<file path="src/hbpd_pkg.sv">
// package for the half-bridge protection and diagnostic block
// assumes a 125 MHz core clock and a slow serial link sampled by it
package hbpd_pkg;

    // core clock period and timing figures
    localparam int CLK_PERIOD_NS = 8;
    localparam int UV_FILTER_US = 10;
    localparam int UV_FILTER_CYC = (UV_FILTER_US * 1000 + CLK_PERIOD_NS - 1)
        / CLK_PERIOD_NS;
    localparam int SD_DELAY_NS = 1000;
    localparam int SD_DELAY_CYC = (SD_DELAY_NS + CLK_PERIOD_NS - 1)
        / CLK_PERIOD_NS;
    localparam int NUM_SW = 6;
    localparam int WORD_BITS = 16;

    // control word field positions
    localparam int CB_STATUS_RESET = 0;
    localparam int CB_SW_LO = 1;
    localparam int CB_PWM_LO = 7;
    localparam int CB_OLD = 13;
    localparam int CB_OCS = 14;
    localparam int CB_SI = 15;

    // status word field positions
    localparam int SB_PREWARN = 0;
    localparam int SB_SW_LO = 1;
    localparam int SB_OVERLOAD = 13;
    localparam int SB_STANDBY = 14;
    localparam int SB_SUPPLY_FAIL = 15;

    // control word after reset
    localparam logic [15:0] CTRL_RESET = 16'he000;

    // decoded control word
    typedef struct packed {
        logic inhibit_n;
        logic ocs_enable;
        logic open_load_enable_n;
        logic [5:0] pwm_sel;
        logic [5:0] switch_on;
        logic status_reset_cmd;
    } hbpd_ctrl_t;

    // per-switch analog sense inputs
    typedef struct packed {
        logic [5:0] over_temp;
        logic [5:0] temp_ok;
        logic [5:0] over_current;
        logic [5:0] open_load;
        logic [5:0] prewarn;
    } hbpd_sense_t;

    // serial link state
    typedef enum logic [2:0] {
        LINK_IDLE = 3'b001,
        LINK_SHIFT = 3'b010,
        LINK_DONE = 3'b100
    } hbpd_link_t;

endpackage

</file>
<file path="src/hbpd_core.sv">
// protection, diagnostics and serial link of a triple half-bridge driver
// assumes analog comparators arrive as async levels; link pins async too
`timescale 1ns/10ps

module hbpd_core
    import hbpd_pkg::*;
(
    // clock and reset
    input wire logic clock_in,
    input wire logic resetn_in,
    // serial link pins
    input wire logic cs_n_in,
    input wire logic sclk_in,
    input wire logic sdi_in,
    output logic sdo_out,
    output logic sdo_oe_out,
    // pwm pin
    input wire logic pwm_in,
    // analog sense comparators
    input wire logic undervoltage_in,
    input wire hbpd_sense_t sense_in,
    // output stage drive and detection currents
    output logic [5:0] gate_on_out,
    output logic [5:0] old_current_on_out
);

    // synchronisers: stage one is read only by stage two
    logic [4:0] sync1, sync2;
    hbpd_sense_t sense1, sense2;
    always_ff @(posedge clock_in or negedge resetn_in)
    begin
        if (!resetn_in)
        begin
            sync1 <= 5'h16; // idle levels, so no false edge after reset
            sync2 <= 5'h16;
            sense1 <= '0;
            sense2 <= '0;
        end
        else
        begin
            sync1 <= {cs_n_in, sclk_in, sdi_in, pwm_in, undervoltage_in};
            sync2 <= sync1;
            sense1 <= sense_in;
            sense2 <= sense1;
        end
    end

    logic cs_s, clk_s, di_s, pwm_s, uv_s;
    assign {cs_s, clk_s, di_s, pwm_s, uv_s} = sync2;

    // edge detect on synchronised link pins
    logic cs_d, clk_d;
    always_ff @(posedge clock_in or negedge resetn_in)
    begin
        if (!resetn_in)
        begin
            cs_d <= 1'b1;
            clk_d <= 1'b0;
        end
        else
        begin
            cs_d <= cs_s;
            clk_d <= clk_s;
        end
    end
    logic cs_fall, cs_rise, clk_rise, clk_fall;
    assign cs_fall = cs_d & ~cs_s;
    assign cs_rise = ~cs_d & cs_s;
    assign clk_rise = ~clk_d & clk_s;
    assign clk_fall = clk_d & ~clk_s;

    // undervoltage filter and supply fail
    localparam int UVW = $clog2(UV_FILTER_CYC + 1);
    logic [UVW-1:0] uv_cnt;
    logic uv_active, supply_fail_flag, status_reset_pulse;
    always_ff @(posedge clock_in or negedge resetn_in)
    begin
        if (!resetn_in)
        begin
            uv_cnt <= '0;
            uv_active <= 1'b0;
        end
        else if (!uv_s)
        begin
            uv_cnt <= '0;
            uv_active <= 1'b0; // release at once on recovery
        end
        else if (uv_cnt == UVW'(UV_FILTER_CYC))
            uv_active <= 1'b1; // only persisting dips count
        else
            uv_cnt <= uv_cnt + 1'b1;
    end

    // set wins over the status reset
    always_ff @(posedge clock_in or negedge resetn_in)
    begin
        if (!resetn_in)
            supply_fail_flag <= 1'b0;
        else if (uv_active)
            supply_fail_flag <= 1'b1;
        else if (status_reset_pulse)
            supply_fail_flag <= 1'b0;
    end

    // serial shifter; sdo shows status msb-first after prewarn
    hbpd_link_t link_state;
    logic [15:0] shift_in, shift_out, status_word;
    logic [4:0] bit_cnt;
    logic [15:0] ctrl_word;
    always_ff @(posedge clock_in or negedge resetn_in)
    begin
        if (!resetn_in)
        begin
            link_state <= LINK_IDLE;
            shift_in <= '0;
            shift_out <= '0;
            bit_cnt <= '0;
        end
        else
        begin
            unique case (link_state)
                LINK_IDLE:
                    if (cs_fall)
                    begin
                        shift_out <= {status_word[SB_PREWARN],
                            status_word[WORD_BITS-1:1]};
                        bit_cnt <= '0;
                        link_state <= LINK_SHIFT;
                    end
                LINK_SHIFT:
                    if (cs_rise)
                        link_state <= LINK_IDLE; // aborted frame
                    else if (clk_rise)
                    begin
                        shift_in <= {shift_in[14:0], di_s};
                        bit_cnt <= bit_cnt + 1'b1;
                        if (bit_cnt == 5'(WORD_BITS - 1))
                            link_state <= LINK_DONE;
                    end
                    else if (clk_fall)
                        shift_out <= {shift_out[14:0], 1'b0};
                LINK_DONE:
                    if (cs_rise)
                        link_state <= LINK_IDLE;
            endcase
        end
    end

    // latch control word only on a complete frame
    logic frame_done;
    assign frame_done = (link_state == LINK_DONE) && cs_rise;
    always_ff @(posedge clock_in or negedge resetn_in)
    begin
        if (!resetn_in)
        begin
            ctrl_word <= CTRL_RESET;
            status_reset_pulse <= 1'b0;
        end
        else
        begin
            status_reset_pulse <= frame_done && shift_in[CB_STATUS_RESET];
            if (frame_done)
                ctrl_word <= shift_in;
        end
    end

    hbpd_ctrl_t ctrl;
    assign ctrl = hbpd_ctrl_t'(ctrl_word);

    // data out: prewarn bit first, then status word
    always_ff @(posedge clock_in or negedge resetn_in)
    begin
        if (!resetn_in)
        begin
            sdo_out <= 1'b0;
            sdo_oe_out <= 1'b0;
        end
        else
        begin
            sdo_oe_out <= !cs_s;
            if (link_state == LINK_IDLE)
                sdo_out <= status_word[SB_PREWARN];
            else
                sdo_out <= shift_out[WORD_BITS-1];
        end
    end

    // per-switch overload latch; shutdown delay counters
    localparam int SDW = $clog2(SD_DELAY_CYC + 1);
    logic [5:0] overload_off;
    logic [SDW-1:0] sd_cnt [NUM_SW];
    genvar g;
    generate
        for (g = 0; g < NUM_SW; g++)
        begin : g_sw
            always_ff @(posedge clock_in or negedge resetn_in)
            begin
                if (!resetn_in)
                    sd_cnt[g] <= '0;
                else if (!(ctrl.ocs_enable && sense2.over_current[g]))
                    sd_cnt[g] <= '0; // limit only
                else if (sd_cnt[g] != SDW'(SD_DELAY_CYC))
                    sd_cnt[g] <= sd_cnt[g] + 1'b1;
            end
            always_ff @(posedge clock_in or negedge resetn_in)
            begin
                if (!resetn_in)
                    overload_off[g] <= 1'b0;
                else if (sense2.over_temp[g])
                    overload_off[g] <= 1'b1;
                else if (sd_cnt[g] == SDW'(SD_DELAY_CYC))
                    overload_off[g] <= 1'b1;
                else if (status_reset_pulse && sense2.temp_ok[g])
                    overload_off[g] <= 1'b0;
            end
        end
    endgenerate

    // overload flag; events win over the status reset
    logic overload_flag;
    always_ff @(posedge clock_in or negedge resetn_in)
    begin
        if (!resetn_in)
            overload_flag <= 1'b0;
        else if (|(sense2.over_temp & ~overload_off))
            overload_flag <= 1'b1;
        else if (|overload_off && !status_reset_pulse)
            overload_flag <= 1'b1; // set again while any is off, except in the status reset cycle
        else if (status_reset_pulse)
            overload_flag <= 1'b0;
    end

    // output drive: enable, pwm gating, inhibit, supply, overload
    logic [5:0] next_gate;
    always_comb
    begin
        next_gate = ctrl.switch_on & ~(ctrl.pwm_sel & {NUM_SW{~pwm_s}});
        if (!ctrl.inhibit_n || uv_active)
            next_gate = '0;
        next_gate = next_gate & ~overload_off;
    end

    // status word assembly
    logic temp_prewarn_flag;
    logic [5:0] sw_status;
    always_comb
    begin
        temp_prewarn_flag = |sense2.prewarn;
        if (!ctrl.open_load_enable_n)
            sw_status = sense2.open_load & ~ctrl.switch_on;
        else
            sw_status = gate_on_out; // off shows low
        status_word = '0;
        status_word[SB_PREWARN] = temp_prewarn_flag;
        status_word[SB_SW_LO +: NUM_SW] = sw_status;
        status_word[SB_OVERLOAD] = overload_flag;
        status_word[SB_STANDBY] = !ctrl.inhibit_n;
        status_word[SB_SUPPLY_FAIL] = supply_fail_flag;
    end

    // registered drive and detection current enables
    always_ff @(posedge clock_in or negedge resetn_in)
    begin
        if (!resetn_in)
        begin
            gate_on_out <= '0;
            old_current_on_out <= '0;
        end
        else
        begin
            gate_on_out <= next_gate;
            old_current_on_out <= {NUM_SW{!ctrl.open_load_enable_n}}
                & ~ctrl.switch_on; // undriven only
        end
    end
endmodule

</file>
<file path="config.mk">
export PLATFORM = sky130hd
export DESIGN_NAME = hbpd_core
export DESIGN_NICKNAME = d
export VERILOG_FILES = /design/src/hbpd_pkg.sv /design/src/hbpd_core.sv
export SDC_FILE = /design/constraint.sdc
export NUM_CORES = 1
export LEC_CHECK = 0
export BUFFER_PORTS_ARGS = -buffer_cell sky130_fd_sc_hd__buf_4
export CAP_MARGIN = 20
export CORE_MARGIN = 2
export CORE_UTILIZATION = 35
export DETAILED_ROUTE_END_ITERATION = 6
export GPL_ROUTABILITY_DRIVEN = 1
export GPL_TIMING_DRIVEN = 0
export REMOVE_ABC_BUFFERS = 1
export SLEW_MARGIN = 5
export SYNTH_ARGS = -nofsm -noshare
export SYNTH_HDL_FRONTEND = slang
export SYNTH_SLANG_ARGS = --single-unit
</file>
<file path="constraint.sdc">
create_clock -name clock_in -period 1.7 [get_ports clock_in]
set_input_delay 0.085 -clock clock_in [delete_from_list [all_inputs] [get_ports clock_in]]
set_output_delay 0.085 -clock clock_in [all_outputs]
set_load 0.02 [all_outputs]
</file>
==> run summary, run 1 <==
Setup total negative slack on the finished layout was measured at 0 ns. The synthesized design devotes to its leading area cell type 61.0% of total area. The wire length per cell is 15.0 um.

The number of cells on the worst reg-to-reg path came out at 3. The post-route clock skew came out at 0.0113 ns. The leakage dissipation came out at 4.52 nW. The category of the most critical setup path is register to register. The number of synthesized flops with an enable pin is 0. The number of port buffers came out at 50. The maximum number of pins on one net before global-route repair came out at 120. For the finished layout, the period the worst path requires is 1.65 ns. Setup repair after global routing could not meet its margin everywhere. Setup violations remaining at the end of the flow were counted as 0. The critical path endpoint category is a register. The number of clock buffers added by TritonCTS is 22.

The category of the worst setup path launch point is a register. For this run, the top clock speed supported by timing is 0.606 GHz. The cell type contributing the most total cell area after synthesis is dfrtp_1. The final critical path takes up 97.0% of the cycle.

The number of antenna violations at the first check in global routing is 0. The Yosys step of the flow raised 0 warnings. The number of nets still failing antenna checks after routing is 0.

The relative slew slack is 56.5%. The flow ran to the end, and the final reports show no timing, DRC or antenna violations. Of all nets on the critical path, the largest fanout is 11. The actual transition at the worst max-transition pin is 0.652 ns. The floorplan step defined a die boundary enclosing 23900 um2. The average size of a mapped cell came out at 13.1 um2. In this run the vertical extent of the chip is 154 um. After detailed routing, the number of remaining DRC violations is 0. The global router's overall resource usage is 12.7%. The number of hold violations in the final report is 0.

The layout net count is 761. The cell sitting at the root of the clock tree is a clkbuf_16. The startpoint of the most critical register-to-register path is link_state[0]$_DFFE_PN1P_. The routed design has 15100 um of wire.

The clock latency on the worst-skew pair came out at 0.50 ns. The total area inside the core boundary comes to 22400 um2. The worst setup slack for register-to-register paths is 0.05 ns. The final weighted congestion in routability-driven placement came out at 0.776. The clock tree from TritonCTS is yes. The most used routing layer in global routing is met2. In this run, the number of DRC markers left after iteration 0 of detailed routing was 292. The per-cell via count in the routed design came out at 4.97. Max-cap violations in this run came to 0. The power density over cell area is 1140 nW/um2. Data arrives at the worst endpoint at 2.02 ns.

The number of standard cells after synthesis came out at 605. The number of storage elements in the synthesis netlist is 204. The starting density of the core is 35.3%. The CTS H-tree depth is 1.

In the global route stage, met3 resource usage came out at 2.47%. The post-DP HPWL came out at 9790 um. The number of cell rows came out at 55.

The number of iterations in the first detailed-routing pass is 4. The wire length of the first global-routing pass came out at 25100 um. For this run, the register share of the synthesized area comes to 64.6%. The number of global-route vias before repair is 5034. The critical path required time came out at 2.08 ns.

In this run the critical register-to-register path is captured at shift_out[0]$_DFFE_PN0P_. Yosys attributes the largest share of cell area to dfrtp_1, dfstp_2, mux2_4, ha_1, mux2_2. The mapped cell area came out at 7920 um2. The number of fill cells is 2026. Global routing used 17.7% of the available met1 tracks.

The clock slew seen by the registers of the worst setup and hold paths is 0.06 ns. The maximum buffer depth of the clock tree is 3. The number of unique standard cell types used by synthesis is 62. The fraction of final layout cells with drive strength greater than 1 is 20.3%. The utilization of the core after routing came out at 43.9%.

The worst min-delay path category is primary input to asynchronous set/reset pin. The width of the die is 154 um. The met2 track demand over resource in global routing is 20.6%. The highest ir drop seen on vdd came out at 0.000601 V. The dominant synthesized flop cell is dfrtp_1. The overflow left after global routing is 0. The clock sink total is 204. After synthesis, the share of flip-flops with an asynchronous set or reset is 100%. The number of top-level design ports is 51.

The antenna diode count is 0. The final count of pins violating max slew is 0. The layout overhead on the synthesized area came out at 24.2%.

The overall via count from detail_route is 5007.
worst max path at each step:
stage,from,end,slack [ns],cells past startpoint
after global routing,link_state[0]$_DFFE_PN1P_,bit_cnt[2]$_DFFE_PN0P_,-0.009,4
final,link_state[0]$_DFFE_PN1P_,shift_out[0]$_DFFE_PN0P_,0.05,3
after global placement,resetn_in,sense1[12]$_DFF_PN0_,-0.74,1
after detailed placement,link_state[1]$_DFFE_PN0P_,shift_in[7]$_DFFE_PN0P_,-0.61,3
after floorplan,cs_d$_DFF_PN1_,shift_in[0]$_DFFE_PN0P_,-0.15,3
after CTS,cs_d$_DFF_PN1_,shift_in[7]$_DFFE_PN0P_,-0.11,3
sequential cells by signal, summed over array words and instances (netlist names), 5 cells and up:
name	flops
sense1	30
sense2	30
bit_cnt	5
sd_cnt	42
uv_cnt	11
sync1	5
ctrl	15
overload_off	6
shift_in	16
sync2	5
gate_on_out	6
old_current_on_out	6
shift_out	16
Yosys cell counts, types with 3 or more instances:
cell type    n
dfrtp_1    193
nor2_1      45
nand2_1     31
inv_1       23
a21oi_1     16
ha_1        16
mux2_2      16
a31oi_1     15
and3_1      15
mux2_4      15
nand3_1     15
o21ai_0     15
xor2_1      14
a22o_1      13
dfstp_2     11
o2bb2ai_1   11
xnor2_1     10
nor3_1       9
a211oi_1     7
a22oi_1      7
and2_1       7
nor2b_1      7
o21bai_1     7
nand4_1      6
nor4b_1      6
buf_4        5
o2111ai_1    5
o211ai_1     5
a21boi_0     4
and4_1       4
clkbuf_1     4
or3_1        4
and4b_1      3
nand2b_1     3
nor4_1       3
o22ai_1      3
layer usage:
| metal | vias to the layer above | share of wire [%] |
|---|---|---|
| met1 | 2524 | 47 |
| met5 | - | 0 |
| met2 | 75 | 47 |
| met3 | 23 | 3.8 |
| li1 | 2385 | - |
| met4 | 0 | 1.9 |
cells by family after synthesis:
group / count (synthesis) / share of synthesized area [%]
AO/OA/AOI/OAI: 117 / 10.4
XOR/XNOR: 24 / 2.65
adder cells (fa/ha/maj): 16 / 2.53
buffers and inverters: 36 / 2.16
flip-flops: 204 / 64.6
multiplexers: 31 / 5.12
AND/OR/NAND/NOR: 177 / 12.6
per-stage QoR:
step / power (W) / cell area, um2 / hold WS (ns) / setup WS, ns / cells
final: 0.0112 / 9840 / 0.178 / 0.0507 / 1008
after global routing: 0.0116 / 9840 / 0.221 / -0.00947 / 1008
after CTS: 0.0113 / 9790 / 0.205 / -0.107 / 1006
after detailed placement: 0.00618 / 8610 / 0.126 / -0.609 / 928
after global placement: 0.00613 / 8570 / 0.193 / -0.737 / 927
after floorplan: 0.00585 / 7840 / -0.211 / -0.149 / 592
area by class of cell:
type                       count  area (um2)  area share (%)
clock buffer                  34         667            6.78
clock inverter                 5         100            1.02
inverter                      23        86.3           0.877
multi-input combinational    366        2710            27.5
sequential                   204        5120            52.0
tap                          285         357            3.62
timing repair buffer          91         801            8.14
power breakdown:
part,internal [W],switching [W],total [W],leakage [nW]
sequential,0.00518,0.000215,0.00540,2.55
combinational,0.000448,0.000369,0.000817,1.59
clock,0.00314,0.00183,0.00498,0.377
total,0.00877,0.00242,0.0112,4.52
cells in the final DEF (no fill, tap or decap), types with 4 or more instances in the layout:
| cell | netlist | final |
|---|---|---|
| o21bai_1 | 7 | 7 |
| o2bb2ai_1 | 11 | 11 |
| nand3_1 | 15 | 15 |
| nand2_1 | 31 | 31 |
| or3_1 | 4 | 4 |
| o211ai_1 | 5 | 5 |
| xor2_1 | 14 | 14 |
| nor4b_1 | 6 | 6 |
| nor2_1 | 45 | 45 |
| dlygate4sd3_1 | 0 | 36 |
| nor2b_1 | 7 | 7 |
| dfstp_2 | 11 | 11 |
| a31oi_1 | 15 | 15 |
| clkbuf_16 | 0 | 23 |
| o21ai_0 | 15 | 15 |
| a21boi_0 | 4 | 4 |
| and3_1 | 15 | 15 |
| mux2_2 | 16 | 16 |
| and4_1 | 4 | 4 |
| buf_4 | 5 | 53 |
| clkbuf_1 | 4 | 6 |
| clkbuf_8 | 0 | 5 |
| and2_1 | 7 | 7 |
| a22o_1 | 13 | 13 |
| ha_1 | 16 | 16 |
| nor3_1 | 9 | 9 |
| a211oi_1 | 7 | 7 |
| a22oi_1 | 7 | 7 |
| inv_1 | 23 | 23 |
| o2111ai_1 | 5 | 5 |
| mux2_4 | 15 | 15 |
| a21oi_1 | 16 | 16 |
| nand4_1 | 6 | 6 |
| dfrtp_1 | 193 | 191 |
| xnor2_1 | 10 | 10 |
worst max-delay path: stages, from the launching register on:
cell and delay [ns]:
dfstp_2 0.60, and3b_1 0.23, o31a_4 0.43, a32o_1 0.27
timing repair:
item	CTS	global route
hold endpoints to repair	119	0
gates resized for setup	8	6
hold buffers	36	0
setup buffers	3	1
pin swaps	0	2
setup endpoints to repair	52	33
cloned	0	1
No activity file was read; power rests on OpenSTA's default activity.
==> inputs of run 2 (changes only) <==
--- a/config.mk
+++ b/config.mk
@@ -7,7 +7,6 @@
 export LEC_CHECK = 0
 export BUFFER_PORTS_ARGS = -buffer_cell sky130_fd_sc_hd__buf_4
 export CAP_MARGIN = 20
-export CORE_MARGIN = 2
 export CORE_UTILIZATION = 35
 export DETAILED_ROUTE_END_ITERATION = 6
 export GPL_ROUTABILITY_DRIVEN = 1
==> run summary, run 2 (synthesis results as in run 1) <==
The post-route clock skew came out at 0.00817 ns (-0.00315 ns). The number of cell rows is 54 (-1.8%). The leakage dissipation came out at 4.52 nW (+0.14%). The max-capacitance violation count came to 0 (unchanged). The critical path required time came out at 2.08 ns (about the same). The worst setup slack after placement is -0.526 ns (+0.0833 ns). The number of DRC markers after the initial detailed-route iteration came out at 208 (-29%). The fraction of final layout cells with drive strength greater than 1 came out at 21.2% (+0.85 points).

The flip-flop count of the largest register after layout came out at 42 (unchanged). The worst hold path belongs to the class primary input to register. The overall via count from detail_route is 5097 (+1.8%).

The highest achievable clock rate came out at 0.601 GHz (-0.83%). The number of global-route vias before repair is 5204 (+3.4%). The internal power came out at 0.00860 W (-2.0%). The width of the die came out at 152 um (-1.3%). The post-DP HPWL came out at 9950 um (+1.7%). The layout overhead on the synthesized area came out at 24.6%. The sequential fraction of design power came out at 48.9% (+0.7 points). In the layout the commonest cells are dfrtp_1, buf_4, nor2_1, dlygate4sd3_1, nand2_1. The cell sitting at the root of the clock tree is a clkbuf_16.

The share of power burned in the clock network came out at 43.5% (-1.0 points). The total power is 0.0110 W (-1.5%). The combinational share of power is 7.6% (+0.3 points).

The area of the core came to 22000 um2 (-1.8%). Counting flops per register, the top entry is sd_cnt. The overall die area came out at 23200 um2 (-2.6%). The wire length of the first global-routing pass is 25400 um (+1.3%). The number of antenna violations at the first check in global routing came to 0 (unchanged). The wire length per cell is 15.4 um (+2.6%).

The largest registers in the layout are sd_cnt x42, sense1 x30, sense2 x30. The flow ran to the end, but the final reports show violations. The most frequent standard cell in the layout excluding fill and tap cells is dfrtp_1. STA classifies the critical path endpoint as a register.

The number of port buffers came out at 50 (unchanged). The clock tree from TritonCTS is yes. The layout net count is 764 (+0.39%).

The final weighted congestion in routability-driven placement is 0.783 (+0.94%). Setup repair after global routing could not meet its margin everywhere. The DRC violation count after routing is 4 (+4). The arrival time at the worst endpoint is 2.04 ns (+0.02 ns). The number of nets still failing antenna checks after routing came to 0 (unchanged).

The worst path setup slack after routing is 0.0370 ns (-0.0137 ns). The switching portion of total power is 22.0% (+0.39 points). The clock slew seen by the registers of the worst setup and hold paths came out at 0.06 ns (about the same). The final worst-path cycle share came to 97.8% (+0.81 points).

The final reports fail on DRC. The global router's overall resource usage is 13.3% (+0.58 points). The antenna diode count is 0 (unchanged). The setup path with the least slack is of type register to register. The maximum buffer depth of the clock tree came out at 3 (unchanged). The number of top-level design ports came out at 51 (unchanged).

The relative slew slack is 41.6% (-15 points). The switching power was 0.00242 W (+0.25%). The clock sink total is 204 (unchanged).

The number of cells on the worst reg-to-reg path came out at 3 (unchanged). The category of the worst setup path launch point is a register. The actual transition at the worst max-transition pin was 0.877 ns (+0.225 ns). The overflow left after global routing is 0 (unchanged). The utilization of the core after routing came out at 44.8% (+0.93 points). The maximum number of pins on one net before global-route repair is 118 (-1.7%). The per-cell via count in the routed design came out at 5.06 (+1.9%). The total of endpoints with negative setup slack in the final report is 0 (unchanged).

The number of iterations in the first detailed-routing pass is 6 (+2). The CTS H-tree depth was 1 (unchanged). The power density over cell area is 1120 nW/um2 (-1.8%). The total CTS buffers is 22 (unchanged). The total wire length after detailed routing was 15500 um (+2.5%).

The shortest clock period the worst path allows after layout was 1.66 ns (+0.0137 ns). The y dimension of the die is 152 um (-1.3%). The highest ir drop seen on vdd came out at 0.000607 V (+1.0%). The starting density of the core is 36.0% (+0.65 points). The number of hold violations in the final report came out at 0 (unchanged). The clock latency on the worst-skew pair is 0.50 ns (about the same). The maximum net fanout on the critical path came out at 6 (-5). The final count of pins violating max slew is 0 (unchanged).

The depth of the worst hold-timing path came out at 2.
## run 2: final timing paths
path | startpoint | to | slack [ns]
max | sync2[4]$_DFF_PN1_ | shift_out[0]$_DFFE_PN0P_ | 0.04
min | sense_in[20] | sense1[20]$_DFF_PN0_ | 0.23
max reg2reg | sync2[4]$_DFF_PN1_ | shift_out[0]$_DFFE_PN0P_ | 0.04
min reg2reg | sense1[25]$_DFF_PN0_ | sense2[25]$_DFF_PN0_ | 0.34
max in group asynchronous | resetn_in | sync1[1]$_DFF_PN1_ | 0.54
min in group asynchronous | resetn_in | uv_cnt[5]$_DFFE_PN0P_ | 0.24
## run 2: worst max-delay path: stages, from the launching register on
cell,delay (ns)
dfstp_2,0.56
and4bb_2,0.30
o31a_4,0.43
a32o_1,0.26
## run 2: final cells by class
cell class | instances | area (um2)
clock inverters | 8 | 93.8
repair buffers | 93 | 816
flip-flops and latches | 204 | 5120
clock buffers | 32 | 649
multi-input cells | 367 | 2750
inverters | 23 | 86.3
fillers | 1965 | 12200
well taps | 280 | 350
## run 2: power groups by stage
stage          combinational (W)  clock [W]  sequential (W)
6_report                0.000835    0.00480         0.00539
5_1_grt                 0.000930    0.00513         0.00542
4_1_cts                 0.000800    0.00494         0.00539
3_5_place_dp            0.000691          0         0.00547
3_3_place_gp            0.000665          0         0.00546
2_1_floorplan           0.000428          0         0.00542
## run 2: what timing repair did
| action | CTS | global route |
|---|---|---|
| resized for setup | 8 | 11 |
| hold buffers | 36 | 0 |
| gates cloned | 0 | 2 |
| hold endpoints to repair | 145 | 0 |
| endpoints found under the setup margin | 52 | 34 |
| pin swaps | 0 | 3 |
| buffers inserted | 4 | 2 |
## run 2: stage by stage
stage               setup TNS, ns  hold WS (ns)  instances  cell area, um2
finish                          0         0.228       1007            9870
global route               -0.167         0.221       1007            9870
CTS                         -1.29         0.210       1003            9770
detailed placement         -16.73         0.195        923            8600
global placement          -156.73         0.194        922            8560
floorplan                   -3.06        -0.211        592            7840
## run 2: per-layer routing
layer	vias up	GRT usage, %	share of wire (%)
met5	-	0	0
met4	0	3.80	2.2
met3	25	2.47	4.2
met2	103	22.5	49
met1	2579	17.5	45
li1	2390	-	-
